### config.mk
export PLATFORM = sky130hd
export DESIGN_NAME = watchdog_and_reset_cause
export DESIGN_NICKNAME = d
export VERILOG_FILES = /design/src/rtl/watchdog_and_reset_cause_pkg.sv /design/src/rtl/watchdog_and_reset_cause.sv
export SDC_FILE = /design/constraint.sdc
export NUM_CORES = 1
export LEC_CHECK = 0
export CELL_PAD_IN_SITES_DETAIL_PLACEMENT = 1
export CELL_PAD_IN_SITES_GLOBAL_PLACEMENT = 1
export CORE_ASPECT_RATIO = 1.1
export CORE_MARGIN = 4
export CORE_UTILIZATION = 50
export CTS_BUF_LIST = sky130_fd_sc_hd__clkbuf_2 sky130_fd_sc_hd__clkbuf_4 sky130_fd_sc_hd__clkbuf_8
export CTS_CLUSTER_DIAMETER = 60
export DETAILED_ROUTE_END_ITERATION = 8
export DONT_BUFFER_PORTS = 1
export PLACE_DENSITY = 0.81
export SYNTH_ARGS = -nofsm -noshare
export SYNTH_HDL_FRONTEND = slang
export SYNTH_SLANG_ARGS = --single-unit
### constraint.sdc
create_clock -name clock_i -period 3.7 [get_ports clock_i]
set_input_delay 0.74 -clock clock_i [delete_from_list [all_inputs] [get_ports clock_i]]
set_output_delay 0.74 -clock clock_i [all_outputs]
set_load 0.05 [all_outputs]
### src/rtl/watchdog_and_reset_cause_pkg.sv
// constants, carriers and state layout for the watchdog and reset-cause block
// assumes one 250 MHz system clock and byte-wide special-register accesses
package watchdog_and_reset_cause_pkg;

  // ************************************************************
  // register map and reset values
  // ************************************************************
  localparam logic [7:0] WATCHDOG_CONTROL_ADDR = 8'he3; // watchdog control
  localparam logic [7:0] RESET_CAUSE_ADDR      = 8'hef; // reset cause
  localparam logic [7:0] WATCHDOG_CONTROL_RST  = 8'h17; // active, interval 7
  localparam logic [2:0] INTERVAL_RST          = 3'h7;  // longest interval

  // ************************************************************
  // watchdog keywords and field positions
  // ************************************************************
  localparam logic [7:0] KEY_RESTART   = 8'ha5; // enable and restart
  localparam logic [7:0] KEY_DISABLE_1 = 8'hde; // first disable keyword
  localparam logic [7:0] KEY_DISABLE_2 = 8'had; // second disable keyword
  localparam logic [7:0] KEY_LOCK      = 8'hff; // lock out disable
  localparam int         INTERVAL_GATE_BIT = 7; // must be zero to set interval
  localparam int         ACTIVE_BIT        = 4; // watchdog_active_bit
  localparam logic [2:0] DISABLE_WINDOW    = 3'h4; // cycles allowed between keys
  localparam logic [4:0] INTERVAL_BASE_EXP = 5'h6; // 4^3 as a power of two

  // ************************************************************
  // reset_cause bit positions
  // ************************************************************
  localparam int FLASH_ERROR_BIT = 6; // flash_error_flag
  localparam int COMPARATOR_BIT  = 5; // comparator_reset_enable_flag
  localparam int SOFTWARE_BIT    = 4; // software_reset_force_flag
  localparam int WATCHDOG_BIT    = 3; // watchdog_reset_flag
  localparam int MISSING_CLK_BIT = 2; // missing_clock_enable_flag
  localparam int POWER_BIT       = 1; // power_monitor_reset_flag
  localparam int PIN_BIT         = 0; // pin_reset_flag

  // ************************************************************
  // timing
  // ************************************************************
  localparam int CLK_PERIOD_NS          = 4;      // system clock period
  localparam int GAP_TIMEOUT_NS         = 100000; // missing clock limit, 100 us
  localparam int GAP_TIMEOUT_CYCLES     = GAP_TIMEOUT_NS / CLK_PERIOD_NS;
  localparam logic [3:0] RESET_HOLD_CYCLES = 4'h8; // internal reset stretch

  // ************************************************************
  // carriers and state
  // ************************************************************
  typedef struct packed {
    logic [7:0] addr;  // special register address
    logic       wr;    // write strobe
    logic       rd;    // read strobe
    logic [7:0] wdata; // write data
  } sfr_req_t;

  typedef struct packed {
    logic flash_error;    // illegal flash access pulse
    logic comparator_n;   // comparator output, low requests reset
    logic supply_low;     // supply monitor below threshold
    logic reset_pin_n;    // external reset pin level
    logic monitored_clk;  // sampled clock watched for stalls
  } reset_sources_t;

  typedef enum logic [1:0] {
    ST_RUN  = 2'b01, // normal operation
    ST_HOLD = 2'b10  // internal system reset asserted
  } sys_state_t;

endpackage

### src/rtl/watchdog_and_reset_cause.sv
// watchdog timer with keyword control plus the reset-cause register
// assumes byte register accesses synchronous to clock_i and synchronous sources
// Contract
// - flash error flag bit 6, read only
// - bit 5 enables comparator reset, flags it
// - writing bit 4 forces reset, flags software
// - bit 3 flags watchdog reset, read only
// - bit 2 enables missing clock reset, flags
// - bit 1 enables supply reset, flags power
// - bit 0 flags pin reset, read only
// - watchdog overflow resets and sets its flag
// - watchdog reset never drives reset pin
// - 21-bit counter on system clock
// - 0xa5 enables watchdog and clears counter
// - 0xde then 0xad within 4 cycles disables
// - 0xff locks disable, no restart, until reset
// - interval is 4 to (3 plus field) cycles
// - interval written only when bit 7 clear
// - control read returns interval in low bits
// - after reset watchdog runs, interval all ones
// - missing clock beyond 100 us resets
`timescale 1ns/100ps

module watchdog_and_reset_cause
  import watchdog_and_reset_cause_pkg::*;
#(
  parameter int WDT_WIDTH   = 21,                // watchdog counter width
  parameter int GAP_CYCLES  = GAP_TIMEOUT_CYCLES, // missing clock limit in cycles
  parameter int GAP_WIDTH   = 16                 // missing clock counter width
) (
  input  wire logic                                       clock_i,   // system clock
  input  wire logic                                       rst_i,     // power-on reset
  input  wire logic                                       ce_i,      // clock enable
  input  wire watchdog_and_reset_cause_pkg::sfr_req_t     sfr_i,     // register access
  input  wire watchdog_and_reset_cause_pkg::reset_sources_t src_i,   // reset sources
  output logic [7:0]                                      rdata_o,   // read data
  output logic                                            sys_reset_o, // system reset
  output logic                                            wd_active_o  // watchdog running
);
  import watchdog_and_reset_cause_pkg::*;

  // ************************************************************
  // state
  // ************************************************************
  typedef struct packed {
    sys_state_t           st;          // run or holding reset
    logic [3:0]           hold_cnt;    // reset stretch counter
    logic [WDT_WIDTH-1:0] wd_cnt;      // watchdog counter
    logic                 wd_en;       // watchdog enabled
    logic                 wd_lock;     // disable locked out
    logic [2:0]           interval;    // timeout interval field
    logic [2:0]           dis_win;     // cycles left for second key
    logic [6:0]           flags;       // reset cause flags
    logic                 comp_en;     // comparator reset enable
    logic                 gap_en;      // missing clock enable
    logic                 supply_en;   // supply monitor enable
    logic                 mclk_last;   // last monitored clock sample
    logic [GAP_WIDTH-1:0] gap_cnt;     // cycles without a clock edge
    logic [7:0]           rdata;       // read data register
  } state_t;

  state_t state_reg;  // registered state
  state_t state_next; // next state

  // ************************************************************
  // decode
  // ************************************************************
  logic                 wr_wdc;     // write to watchdog control
  logic                 wr_rc;      // write to reset cause
  logic                 rd_wdc;     // read of watchdog control
  logic                 running;    // not holding reset
  logic [4:0]           exp_sh;     // interval as power of two
  logic [WDT_WIDTH-1:0] wd_limit;   // timeout count
  logic                 wd_ovf;     // watchdog overflow this cycle
  logic                 gap_trip;   // missing clock timeout
  logic [6:0]           cause;      // cause of a new reset
  logic [7:0]           wdc_read;   // watchdog control read value

  assign running  = (state_reg.st == ST_RUN);
  assign wr_wdc   = sfr_i.wr && (sfr_i.addr == WATCHDOG_CONTROL_ADDR) && running;
  assign wr_rc    = sfr_i.wr && (sfr_i.addr == RESET_CAUSE_ADDR) && running;
  assign rd_wdc   = sfr_i.rd && (sfr_i.addr == WATCHDOG_CONTROL_ADDR);
  // limit is 4^(3+field) system clocks
  assign exp_sh   = INTERVAL_BASE_EXP + {1'b0, state_reg.interval, 1'b0};
  assign wd_limit = WDT_WIDTH'(1) << exp_sh;
  // overflow when the count reaches or passes one below the limit with no restart
  // a shorter interval written late still trips instead of wrapping
  assign wd_ovf   = state_reg.wd_en && (state_reg.wd_cnt >= wd_limit - WDT_WIDTH'(1));
  // clock held at one level beyond the limit
  assign gap_trip = state_reg.gap_en
                    && (state_reg.gap_cnt >= GAP_WIDTH'(GAP_CYCLES - 1));
  assign wdc_read = {3'h0, state_reg.wd_en, 1'b0, state_reg.interval};

  // ************************************************************
  // cause of a fresh reset, one flag at a time by priority
  // ************************************************************
  always_comb begin
    cause = 7'h00;
    if (!src_i.reset_pin_n) begin
      cause[PIN_BIT] = 1'b1;
    end else if (state_reg.supply_en && src_i.supply_low) begin
      cause[POWER_BIT] = 1'b1;
    end else if (gap_trip) begin
      cause[MISSING_CLK_BIT] = 1'b1;
    end else if (wd_ovf) begin
      cause[WATCHDOG_BIT] = 1'b1;
    end else if (wr_rc && sfr_i.wdata[SOFTWARE_BIT]) begin
      cause[SOFTWARE_BIT] = 1'b1;
    end else if (state_reg.comp_en && !src_i.comparator_n) begin
      cause[COMPARATOR_BIT] = 1'b1;
    end else if (src_i.flash_error) begin
      cause[FLASH_ERROR_BIT] = 1'b1;
    end
  end

  // ************************************************************
  // next state
  // ************************************************************
  always_comb begin
    state_next = state_reg;
    // registered read data, bit 7 of reset cause reads zero
    if (sfr_i.rd) begin
      if (rd_wdc) begin
        state_next.rdata = wdc_read;
      end else if (sfr_i.addr == RESET_CAUSE_ADDR) begin
        state_next.rdata = {1'b0, state_reg.flags};
      end else begin
        state_next.rdata = 8'h00; // unmapped address
      end
    end
    // missing clock detector watches level changes
    state_next.mclk_last = src_i.monitored_clk;
    if (src_i.monitored_clk != state_reg.mclk_last || !state_reg.gap_en) begin
      state_next.gap_cnt = '0;
    end else if (!gap_trip) begin
      state_next.gap_cnt = state_reg.gap_cnt + GAP_WIDTH'(1);
    end
    case (state_reg.st)
      ST_RUN: begin
        // watchdog counts every enabled system clock
        if (state_reg.wd_en) begin
          state_next.wd_cnt = state_reg.wd_cnt + WDT_WIDTH'(1);
        end
        // disable window ages one per cycle
        if (state_reg.dis_win != 3'h0) begin
          state_next.dis_win = state_reg.dis_win - 3'h1;
        end
        if (wr_wdc) begin
          // interval only takes writes with bit 7 clear
          if (!sfr_i.wdata[INTERVAL_GATE_BIT]) begin
            state_next.interval = sfr_i.wdata[2:0];
          end
          state_next.dis_win = 3'h0;
          case (sfr_i.wdata)
            KEY_RESTART: begin
              state_next.wd_en  = 1'b1;
              state_next.wd_cnt = '0;
            end
            KEY_DISABLE_1: begin
              // first keyword opens the window unless locked
              if (!state_reg.wd_lock) begin
                state_next.dis_win = DISABLE_WINDOW;
              end
            end
            KEY_DISABLE_2: begin
              // second keyword only counts inside the window
              if (state_reg.dis_win != 3'h0 && !state_reg.wd_lock) begin
                state_next.wd_en = 1'b0;
              end
            end
            KEY_LOCK: begin
              state_next.wd_lock = 1'b1;
            end
            default: begin
            end
          endcase
        end
        // enables take the whole written value
        if (wr_rc) begin
          state_next.comp_en   = sfr_i.wdata[COMPARATOR_BIT];
          state_next.gap_en    = sfr_i.wdata[MISSING_CLK_BIT];
          state_next.supply_en = sfr_i.wdata[POWER_BIT];
        end
        // any source enters internal reset, pin stays untouched
        if (cause != 7'h00) begin
          state_next.st       = ST_HOLD;
          state_next.hold_cnt = RESET_HOLD_CYCLES;
          state_next.flags    = cause;
        end
      end
      ST_HOLD: begin
        // watchdog and enables return to reset values
        state_next.wd_en     = 1'b1;
        state_next.wd_cnt    = '0;
        state_next.interval  = INTERVAL_RST;
        state_next.wd_lock   = 1'b0;
        state_next.dis_win   = 3'h0;
        state_next.comp_en   = 1'b0;
        state_next.gap_en    = 1'b0;
        state_next.supply_en = 1'b0;
        if (state_reg.hold_cnt != 4'h0) begin
          state_next.hold_cnt = state_reg.hold_cnt - 4'h1;
        end else if (src_i.reset_pin_n) begin
          state_next.st = ST_RUN; // exit waits for the pin to be released
        end
      end
      default: begin
        state_next.st = ST_HOLD;
      end
    endcase
  end

  // ************************************************************
  // registers
  // ************************************************************
  always_ff @(posedge clock_i) begin
    if (rst_i) begin
      state_reg.st        <= ST_HOLD;
      state_reg.hold_cnt  <= RESET_HOLD_CYCLES;
      state_reg.wd_cnt    <= '0;
      state_reg.wd_en     <= WATCHDOG_CONTROL_RST[ACTIVE_BIT];
      state_reg.wd_lock   <= 1'b0;
      state_reg.interval  <= WATCHDOG_CONTROL_RST[2:0];
      state_reg.dis_win   <= 3'h0;
      state_reg.flags     <= 7'h02;
      state_reg.comp_en   <= 1'b0;
      state_reg.gap_en    <= 1'b0;
      state_reg.supply_en <= 1'b0;
      state_reg.mclk_last <= 1'b0;
      state_reg.gap_cnt   <= '0;
      state_reg.rdata     <= 8'h00;
    end else if (ce_i) begin
      state_reg <= state_next;
    end
  end

  // ************************************************************
  // outputs
  // ************************************************************
  assign rdata_o     = state_reg.rdata;
  assign sys_reset_o = (state_reg.st == ST_HOLD); // internal only
  assign wd_active_o = state_reg.wd_en;
endmodule // watchdog_and_reset_cause

Word-level counts from Yosys, hierarchy flattened
Index checks and enable logic that the tools add are counted.

Register bits after elaboration: 70. Word-level logic and storage cells: 109.

Order comparisons: 2. $add $sub $neg: 6. Shift-type cells: 1. Multiplexer cells: 35. Reduce and logical (&&, ||, !) cells: 30. Equal/unequal tests: 21.

Operators with widths (number): case mux 33 bit (2 select lines) (1); equality test 8 bit (second input constant) (6); two-way mux 21 bit (2); two-way mux 16 bit (2); two-way mux 29 bit (1); adder 21 x 1 -> 21 bit (second input constant) (1); greater-or-equal comparator 21 bit (1); << shifter 1 x 5 -> 21 bit (first input constant) (1); subtractor 21 x 1 -> 21 bit (second input constant) (1); two-way mux 3 bit (6); adder 16 x 1 -> 16 bit (second input constant) (1); greater-or-equal comparator 16 x 15 -> 1 bit (second input constant) (1); AND reduction 4 bit (4); two-way mux 7 bit (2); two-way mux 6 bit (2); logical AND 1 bit (11); two-way mux 1 bit (10); != test 2 bit (second input constant) (5); AND reduction 3 bit (3); two-way mux 4 bit (2); != test 2 x 1 -> 1 bit (second input constant) (4); nonzero test 7 bit (1); two-way mux 2 bit (3); case mux 3 bit (2 select lines) (1); other kinds (19) (23).

Logic depth before layout (Yosys ltp)
Gate-level depths: netlist of run 1.

Word-level depth: 12. Gate-level depth with buffers: 13. Mapped depth without buffers: 12.

Worst setup path before layout of run 1
No wires, ideal clock.

Kind: register to register. Start point: reg state_reg[40] (netlist bit). End point: reg state_reg[69] (netlist bit). Stages on the path, launching flop included: 13. Buffers on the path: 1. Period minus slack after synthesis: 2737 ps. Arrival: 2621 ps. Data required time: 3585 ps. Path slack: 963 ps. Cells stage by stage: dfxtp_1 -> clkbuf_1 -> o21ai_0 -> or2_2 -> ha_1 -> nand4_1 -> nor2_1 -> a221oi_2 -> o31ai_2 -> o21ai_2 -> nand3_4 -> a31oi_1 -> a21bo_2.

Cells in the longest elaborated chain, start to end: 12. Elaborated cells between the ends (all ways): 13. Classes of those cells: add/sub (2); order compare (1); eq/ne (1); shift (1); mux (5); reduce/logical (3).

RTL lines: start, declared (line watchdog_and_reset_cause.sv:62) `state_t state_reg;`; start signal, assigned (line watchdog_and_reset_cause.sv:233) `state_reg <= state_next;`; adder 3 x 4 -> 5 bit (*) (line watchdog_and_reset_cause.sv:84) `assign exp_sh = INTERVAL_BASE_EXP + {1'b0, state_reg.interval, 1'b0};`; << shifter 1 x 5 -> 21 bit (*) (line watchdog_and_reset_cause.sv:85) `assign wd_limit = WDT_WIDTH'(1) << exp_sh;`; subtractor 21 x 1 -> 21 bit (*) (line watchdog_and_reset_cause.sv:88) `assign wd_ovf = state_reg.wd_en && (state_reg.wd_cnt >= wd_limit - WDT_WIDTH'(1));`; greater-or-equal comparator 21 bit (*) (line watchdog_and_reset_cause.sv:88); logical AND 1 bit (*) (line watchdog_and_reset_cause.sv:88); two-way mux 1 bit or two-way mux 3 bit (tied branches) (line watchdog_and_reset_cause.sv:105) `end else if (wd_ovf) begin`; two-way mux 4 bit (*) (line watchdog_and_reset_cause.sv:103) `end else if (gap_trip) begin`; two-way mux 5 bit (*) (line watchdog_and_reset_cause.sv:101) `end else if (state_reg.supply_en && src_i.supply_low) begin`; two-way mux 6 bit (*) (line watchdog_and_reset_cause.sv:99) `if (!src_i.reset_pin_n) begin`; nonzero test 7 bit (*) (line watchdog_and_reset_cause.sv:185) `if (cause != 7'h00) begin`; != test 2 x 1 -> 1 bit (no source line) (*); AND reduction 4 bit (no source line) (*).

Mark *: on every way between the ends. The rest lies on a longest branch, timed or not. A chain may end at the register's enable or synchronous reset.

Final worst setup path of run 1
Ends and elaborated chain as after synthesis.

==> impl_metrics.tcl, run 1 <==
set metrics [dict create \
    yosys_warnings 0 \
    cts_post_setup_buffers_inserted 0 \
    synthCells 488 \
    drive_gt1_share_pct 8.058 \
    power_frac_seq_pct 47.4 \
    synth_edf_count 0 \
    switching_share_pct 30.07 \
    cts_tree "built" \
    syn_area_um2 3958 \
    syn_to_final_growth_pct 5.944 \
    met3_usage_pct 4.606 \
    final_max_slew_viol_count 0 \
    ir_worst_vdd_uv 258.7 \
    power_density_nw_per_um2 403.3 \
    antenna_left 0 \
    grtUsageMet1_pct 26.13 \
    numCtsBuffers 9 \
    start_util_pct 52.09 \
    finalSetupViolations 0 \
    routed_wl_um 9974 \
    synth.distinct_cells 63 \
    place_congestion 0.8847 \
    slew_headroom_pct 51.05 \
    place_area_um2 3988 \
    vias 3430 \
    dr.pass1.iters 4 \
    clock_power_share_pct 37.6 \
    postLayoutCellArea_um2 4193 \
    syn_avg_cell_area_um2 8.110 \
    diodes 0 \
    grt_overflow_total 0 \
    clk_pin_slew_worst_paths_ps 80 \
    remaining_drc_errors 0 \
    setup_ws_ps 749.5 \
    fp.dieH_um 101.3 \
    busiest_layer "met2" \
    layout.nets 533 \
    yosys-top-cells-area "dfxtp_1, ha_1, nor2_1, xor2_1, nand2_1" \
    grt_max_degree 29 \
    switching_power_w 0.0005083 \
    cp-start-kind "flip-flop" \
    combinationalPowerShare_pct 15.0 \
    port_buffers 0 \
    fp-row-count 33 \
    place_ws_ps 763.6 \
    cts_buffer_depth 2 \
    critPathKind "reg -> reg" \
    period_needed_ps 2951 \
    clock.fmax_mhz 338.9 \
    ys_seq_area_share_pct 34.90 \
    cap_violations 0 \
    yosysTopAreaCellShare_pct 34.90 \
    hpwl_um 7572 \
    hp-class "in -> reg" \
    p_int_w 0.001182 \
    cts-root-buf "clkbuf_8" \
    grt_pass1_vias 3564 \
    yosys.area.top_type "dfxtp_1" \
    dp_cells 573 \
    async_flop_share_pct 0 \
    cts_hold_buf 0 \
    wl_per_cell_um 16.93 \
    antenna_found_initial 0 \
    worst_pin_slew_ps 732.5 \
    layout.cells.non_filler 589 \
    postCtsResizedCells 0 \
    synth_flop_cell "dfxtp_1" \
    clk-insertion-delay-late_ps 350 \
    hold_viol 0 \
    grt_usage_pct 22.69 \
    clock-sinks 69 \
    met2_usage_pct 42.88 \
    finalSetupTns_ps 0 \
    p_leak_nw 1.620 \
    grt_setup_unrepaired "no" \
    dieWidth_um 92.83 \
    skew_ps 8.394 \
    grt_pass1_wl_um 17250 \
    required_ps 3940 \
    endpoint_kind "flip-flop" \
    coreArea_um2 7597 \
    hold_ws_ps 450.7 \
    arrival_ps 3190 \
    period_share_pct 79.74 \
    io_pins 36 \
    ys_ff_latch 69 \
    path_max_fanout 13 \
    first_iter_violations 138 \
    vias_per_cell 5.823 \
    status "finished, final reports clean" \
    cts_max_level 3 \
    fp.dieArea_um2 9404 \
    largest_reg_flops 61 \
]
-- cells by family (layout without fill, tap and decap cells) --
logic type               Yosys count  count (layout)  share of synthesized area, %
AO/OA/AOI/OAI                     95              95                         16.03
XOR/XNOR                          31              31                         6.861
adder cells (fa/ha/maj)           28              28                         8.852
AND/OR/NAND/NOR                  219             219                         27.51
flip-flops                        69              69                         34.90
other                              2               4                        0.1898
buffers and inverters             40              34                         4.647
multiplexers                       4               4                         1.012
-- cell type report --
cell class                 instances  area (um^2)
fill                             962         3405
multi-input combinational        381         2400
sequential                        69         1381
tap                              105        131.4
clock buffer                       9        123.9
clock inverter                     7        81.33
inverter                          16        60.06
timing repair buffer               2        15.01
-- synthesized netlist by cell type, drive strengths merged (3+ instances only) --
master	n
nor2	72
dfxtp	69
nand2	52
a21oi	38
ha	28
nand3	25
xor2	24
nand4	17
inv	15
nor3	15
o21ai	15
clkbuf	13
buf	11
xnor2	7
a211oi	6
and3	6
nand2b	6
nor4	6
o211ai	6
o31ai	5
a21o	4
a31oi	4
and4	4
mux2i	4
and2	3
nor2b	3
or2	3
-- metal layers --
| layer | vias to the layer above | wire, um | share of wire, % |
|---|---|---|---|
| li1 | 1701 | - | - |
| met1 | 1684 | 4144 | 42 |
| met2 | 33 | 5450 | 55 |
| met3 | 12 | 248 | 2.5 |
| met4 | 0 | 131 | 1.3 |
| met5 | - | 0 | 0 |
-- through the flow --
step | power, W | utilization [%]
final | 0.001691 | 55.19
after global routing | 0.001784 | 55.19
after CTS | 0.001709 | 55.19
after detailed placement | 0.001067 | 52.49
after global placement | 0.001055 | 52.49
after floorplan | 0.001020 | -
-- critical path, cell delays in order, from the launching register on --
cell and delay [ps]:
dfxtp_1 550, o21ai_0 190, or2_2 310, ha_1 320, nand4_1 110, nor2_1 70
a221oi_2 270, o31ai_2 130, o21ai_2 290, nand3_4 140, a31oi_1 230, a21bo_2 240
-- placed cells by master (no fill, tap or decap), types with 6 or more instances in the layout --
cell type  Yosys  routed
inv_1         15      15
o21ai_0       11      11
nand4_1       17      17
xnor2_1        7       7
o211ai_1       6       6
a21oi_1       37      37
nand3_1       24      24
clkbuf_8       0       9
nand2_1       52      52
ha_1          28      28
nor3_1        14      14
xor2_1        24      24
nor2_1        70      70
dfxtp_1       69      69
nand2b_1       6       6
-- power groups by stage --
| stage | Combinational [W] | Clock [W] | Sequential, W |
|---|---|---|---|
| after floorplan | 0.000212 | 0 | 0.000807 |
| after global placement | 0.000240 | 0 | 0.000815 |
| after detailed placement | 0.000249 | 0 | 0.000818 |
| after CTS | 0.000254 | 0.000655 | 0.000801 |
| after global routing | 0.000285 | 0.000693 | 0.000807 |
| final | 0.000253 | 0.000636 | 0.000802 |
-- worst paths after layout --
check,start,end,slack [ps],depth (start not counted)
setup / recovery,state_reg[40],state_reg[69],750,11
hold / removal,rst_i,state_reg[25],450,1
setup reg to reg,state_reg[40],state_reg[69],750,11
hold reg to reg,state_reg[25],state_reg[25],460,2
Power figures use the tool's default switching activity.
==> run 2: changes to the inputs <==
- clock period: 3.7 -> 2.85 ns (I/O delays scaled with it)
==> run 2 against run 1 <==
Effect of this change: final cell count increased by 1.7%; clock power increased by 70%; worst hold slack worse by 180 ps; maximum frequency increased by 9.3%; final area grew 3.8%; setup slack worse by 600 ps; critical path depth up 1; sequential share of layout area down 1.2 points; clock skew rose by 1.2 ps; sequential power is 28% higher; flip-flop and latch count unchanged; largest power group is now clock; highest routed layer unchanged.
==> impl_metrics.tcl, run 2 (synthesized netlist as in run 1, its figures left out) <==
set metrics [dict create \
    status "finished, final reports clean" \
    r2r_end "state_reg[33]" \
    hold_viol 0 \
    switching_share_pct 27.12 \
    dr.pass1.iters 6 \
    fp.dieArea_um2 9404 \
    whs_path_depth 1 \
    postLayoutCellArea_um2 4353 \
    syn_to_final_growth_pct 9.990 \
    cts_max_level 3 \
    grt_pass1_vias 3902 \
    crit_family "compound AO/OA/AOI/OAI gates" \
    cp-start-kind "flip-flop" \
    hold_end "state_reg[27]" \
    setup_ws_ps 151.5 \
    grt_pass1_wl_um 18890 \
    port_buffers 0 \
    grt_usage_pct 25.53 \
    place_congestion 0.8822 \
    endpoint_kind "flip-flop" \
    cts_tree "built" \
    place_area_um2 4055 \
    remaining_drc_errors 0 \
    r2r_start "state_reg[38]" \
    cap_violations 0 \
    final_max_slew_viol_count 0 \
    power_frac_seq_pct 41.6 \
    critPathKind "reg -> reg" \
    layout.nets 543 \
    period_share_pct 94.69 \
    vias 3567 \
    slew_headroom_pct 59.33 \
    start_util_pct 52.09 \
    hp-class "in -> reg" \
    fp.dieH_um 101.3 \
    finalSetupViolations 0 \
    cts_buffer_depth 2 \
    p_leak_nw 1.703 \
    first_iter_violations 90 \
    place_ws_ps 114.9 \
    clock_power_share_pct 43.6 \
    io_pins 36 \
    mostFrequentLayoutCells "nor2_1, dfxtp_1, nand2_1" \
    power_density_nw_per_um2 569.9 \
    cts-root-buf "clkbuf_8" \
    worst-path-stages 12 \
    antenna_found_initial 0 \
    finalSetupTns_ps 0 \
    cp_slowest_cell "dfxtp_1" \
    fillers 953 \
    switching_power_w 0.0006728 \
    required_ps 3080 \
    combinationalPowerShare_pct 14.8 \
    grt_overflow_total 0 \
    slowest_delay_ps 330 \
    clock.fmax_mhz 370.6 \
    largest_reg_flops 61 \
    dieWidth_um 92.83 \
    path_buf_inv 1 \
    path_max_fanout 5 \
    regArea_um2 1381 \
    wl_per_cell_um 18.77 \
    numCtsBuffers 9 \
    antenna_left 0 \
    regToRegSetupSlack_ps 150 \
    period_needed_ps 2699 \
    reg2regPathDepth 12 \
    p_int_w 0.001808 \
    clk-insertion-delay-late_ps 360 \
    drive_gt1_share_pct 10.73 \
    ir_worst_vdd_uv 282.6 \
    arrival_ps 2930 \
    routed_wl_um 11240 \
    clk_pin_slew_worst_paths_ps 80 \
    hpwl_um 8215 \
    cp_cell_sequence "o21ai_0 > or2_2 > ha_1 > nand4_1 > nor2_2 > o211ai_1 > o31ai_2 > o21ai_2 > buf_4 > a21oi_2 > nor2_1 > a32o_1" \
    cts_hold_buf 0 \
    coreArea_um2 7597 \
    multi_input_area_um2 2420 \
    grt_max_degree 29 \
    fp-row-count 33 \
    vias_per_cell 5.955 \
    skew_ps 9.599 \
    diodes 0 \
    hold_start "rst_i" \
    worst_pin_slew_ps 604.4 \
    clock-sinks 69 \
]
-- run 2: changes by cell type in the layout (fill, tap and decap cells not counted), sizes merged --
cell	delta
buf	+10
inv	-1
clkinv	-1
clkinvlp	-1
bufinv	+3
-- run 2: final cells by class --
type                            count  share of cell area, %
Multi-Input combinational cell    381                  55.59
Sequential cell                    69                  31.73
Clock inverter                      7                  3.363
Tap cell                          105                  3.018
Clock buffer                        9                  2.846
Timing Repair Buffer               12                  2.070
Inverter                           16                  1.380
-- run 2: power by group through the flow --
| stage | logic [W] | registers (W) | clock network [W] |
|---|---|---|---|
| floorplan | 0.000276 | 0.00105 | 0 |
| global placement | 0.000339 | 0.00105 | 0 |
| detailed placement | 0.000355 | 0.00105 | 0 |
| CTS | 0.000363 | 0.00103 | 0.00110 |
| global route | 0.000405 | 0.00103 | 0.00114 |
| finish | 0.000367 | 0.00103 | 0.00108 |
-- run 2: worst max path at each step --
stage	from	to	slack [ps]
after floorplan	state_reg[40]	state_reg[69]	110
after global placement	state_reg[40]	state_reg[69]	250
after detailed placement	state_reg[40]	state_reg[33]	110
after CTS	state_reg[40]	state_reg[69]	60
after global routing	state_reg[39]	state_reg[33]	-8
final	state_reg[38]	state_reg[33]	150
-- run 2: metrics by stage --
step	util (%)	std cells	power, W	hold WS (ps)
finish	57.30	599	0.002481	275.5
global route	57.30	599	0.002581	247.4
global placement	53.38	582	0.001386	444.5
detailed placement	53.38	582	0.001405	454.8
CTS	56.93	598	0.002495	255.6
floorplan	-	490	0.001324	427.4
-- run 2: worst reg2reg max path: stages (launching register included) --
cell      delay [ps]
dfxtp_1          330
o21ai_0          110
or2_2            300
ha_1             330
nand4_1          120
nor2_2           160
o211ai_1         130
o31ai_2          260
o21ai_2          130
buf_4            170
a21oi_2          220
nor2_1           100
a32o_1           230
-- run 2: layer usage --
layer	up-vias	wire length, um	track usage (%)
li1	1711	-	-
met1	1771	4335	26.31
met2	65	6345	49.31
met3	20	285	5.201
met4	0	276	11.61
met5	-	0	0
-- run 2: timing repair --
item                       4_1_cts  5_1_grt
setup buffers                    0        1
gates resized for setup          0        4
setup endpoints to repair        0        6
==> run 3: changes to the inputs <==
- CORE_UTILIZATION: 50 -> 45
- PLACE_DENSITY: 0.81 -> 0.77
- clock period: 2.85 -> 2.3 ns (I/O delays scaled with it)
==> run 3 against run 2 <==
Effect of this change: largest power group is now registers; sequential power up 25%; highest routed layer unchanged; combinational power up 60%; register-to-register slack worse by 490 ps; maximum frequency up 2.2%; worst hold slack worse by 110 ps; clock power down 5%; the flow now finishes with violations (setup timing); utilization down 0.90 points.
==> impl_metrics.tcl, run 3 (synthesized netlist as in run 1, its figures left out) <==
set metrics [dict create \
    numCtsBuffers 9 \
    finalSetupTns_ps -3512 \
    layout.nets 569 \
    dieWidth_um 97.42 \
    cts_max_level 3 \
    endpoint_kind "flip-flop" \
    fp.dieArea_um2 10360 \
    clock_power_share_pct 35.4 \
    fp.dieH_um 106.4 \
    combinationalPowerShare_pct 20.2 \
    violations "setup timing" \
    cp_cell_sequence "buf_6 > nand4_1 > ha_1 > nand4_1 > nor2_2 > o211ai_1 > o31ai_2 > o21ai_2 > buf_6 > a21oi_4 > buf_6 > nor2_2 > a211oi_2" \
    path_buf_inv 3 \
    p_leak_nw 1.861 \
    fillers 1033 \
    io_pins 36 \
    start_util_pct 46.58 \
    drive_gt1_share_pct 22.12 \
    syn_to_final_growth_pct 21.06 \
    crit_family "compound AO/OA/AOI/OAI gates" \
    dr.pass1.iters 4 \
    clk-insertion-delay-late_ps 360 \
    vias_per_cell 5.824 \
    power_frac_seq_pct 44.4 \
    final_max_slew_viol_count 0 \
    p_int_w 0.001990 \
    grt_setup_unrepaired "yes" \
    cts-root-buf "clkbuf_8" \
    period_needed_ps 2641 \
    switching_power_w 0.0009165 \
    cts_tree "built" \
    hpwl_um 8337 \
    cp-start-kind "flip-flop" \
    first_iter_violations 117 \
    grt_overflow_total 0 \
    slowest_delay_ps 360 \
    multi_input_area_um2 2665 \
    grt_usage_pct 23.04 \
    setup_ws_ps -341.2 \
    power_density_nw_per_um2 606.6 \
    regArea_um2 1390 \
    grt_pass1_vias 3889 \
    wl_per_cell_um 18.85 \
    cpMostUsedCell "buf_6" \
    mostFrequentLayoutCells "nor2_1, dfxtp_1, nand2_1" \
    coreArea_um2 8496 \
    status "finished, violations left" \
    place_ws_ps -316.5 \
    port_buffers 0 \
    largest_reg_flops 61 \
    remaining_drc_errors 0 \
    worst_pin_slew_ps 534.1 \
    hp-class "in -> reg" \
    period_share_pct 114.8 \
    critPathKind "reg -> reg" \
    required_ps 2590 \
    fp-row-count 35 \
    path_max_fanout 5 \
    routed_wl_um 11910 \
    place_congestion 0.8984 \
    antenna_found_initial 1 \
    clk_pin_slew_worst_paths_ps 80 \
    cp_slowest_cell "dfxtp_2" \
    grt_max_degree 29 \
    switching_share_pct 31.54 \
    cap_violations 0 \
    p_total_w 0.002906 \
    ir_worst_vdd_uv 377.5 \
    grt_pass1_wl_um 19270 \
    vias 3681 \
    clock.fmax_mhz 378.6 \
    cts_buffer_depth 2 \
    arrival_ps 2930 \
    final_util_pct 56.39 \
    slew_headroom_pct 64.07 \
    skew_ps 11.37 \
    antenna_left 0 \
    finalSetupViolations 13 \
    hold_viol 0 \
    clock-sinks 69 \
]
run 3: layer usage:
metal	vias to the layer above	track usage, %	wire, um
met2	50	41.43	6367
met4	0	11.28	363
met5	-	0	0
li1	1769	-	-
met3	23	4.790	425
met1	1839	25.74	4758
run 3: final cells by class:
| cell class | instances | area share, % |
|---|---|---|
| timing repair buffer | 38 | 7.025 |
| inverter | 16 | 1.254 |
| clock buffer | 9 | 2.586 |
| clock inverter | 7 | 1.541 |
| tap | 111 | 2.899 |
| antenna | 1 | 0.05223 |
| sequential | 69 | 29.02 |
| multi-input combinational | 381 | 55.63 |
run 3: path summary, 6_finish.rpt:
check	startpoint	endpoint	slack (ps)	depth (start not counted)
setup / recovery	state_reg[38]	state_reg[28]	-340	13
hold / removal	rst_i	state_reg[24]	170	1
setup reg to reg	state_reg[38]	state_reg[28]	-340	13
hold reg to reg	state_reg[27]	state_reg[27]	460	2
run 3: power groups by stage:
| stage | clock network, W | registers [W] | logic, W |
|---|---|---|---|
| floorplan | 0 | 0.00130 | 0.000354 |
| global placement | 0 | 0.00131 | 0.000446 |
| detailed placement | 0 | 0.00131 | 0.000465 |
| CTS | 0.00104 | 0.00129 | 0.000510 |
| global route | 0.00110 | 0.00130 | 0.000640 |
| finish | 0.00103 | 0.00129 | 0.000588 |
run 3: what timing repair did:
item	4_1_cts	5_1_grt
pin swaps	20	16
setup buffers	3	6
hold buffers	0	0
setup endpoints to repair	13	13
gates resized for setup	29	29
hold endpoints to repair	0	0
run 3: through the flow:
stage               hold slack (ps)  cells  area, um^2
finish                        166.0    632        4791
global route                  152.7    632        4791
CTS                           143.5    625        4578
detailed placement            461.8    606        4234
global placement              448.9    606        4234
floorplan                     427.4    490        4010
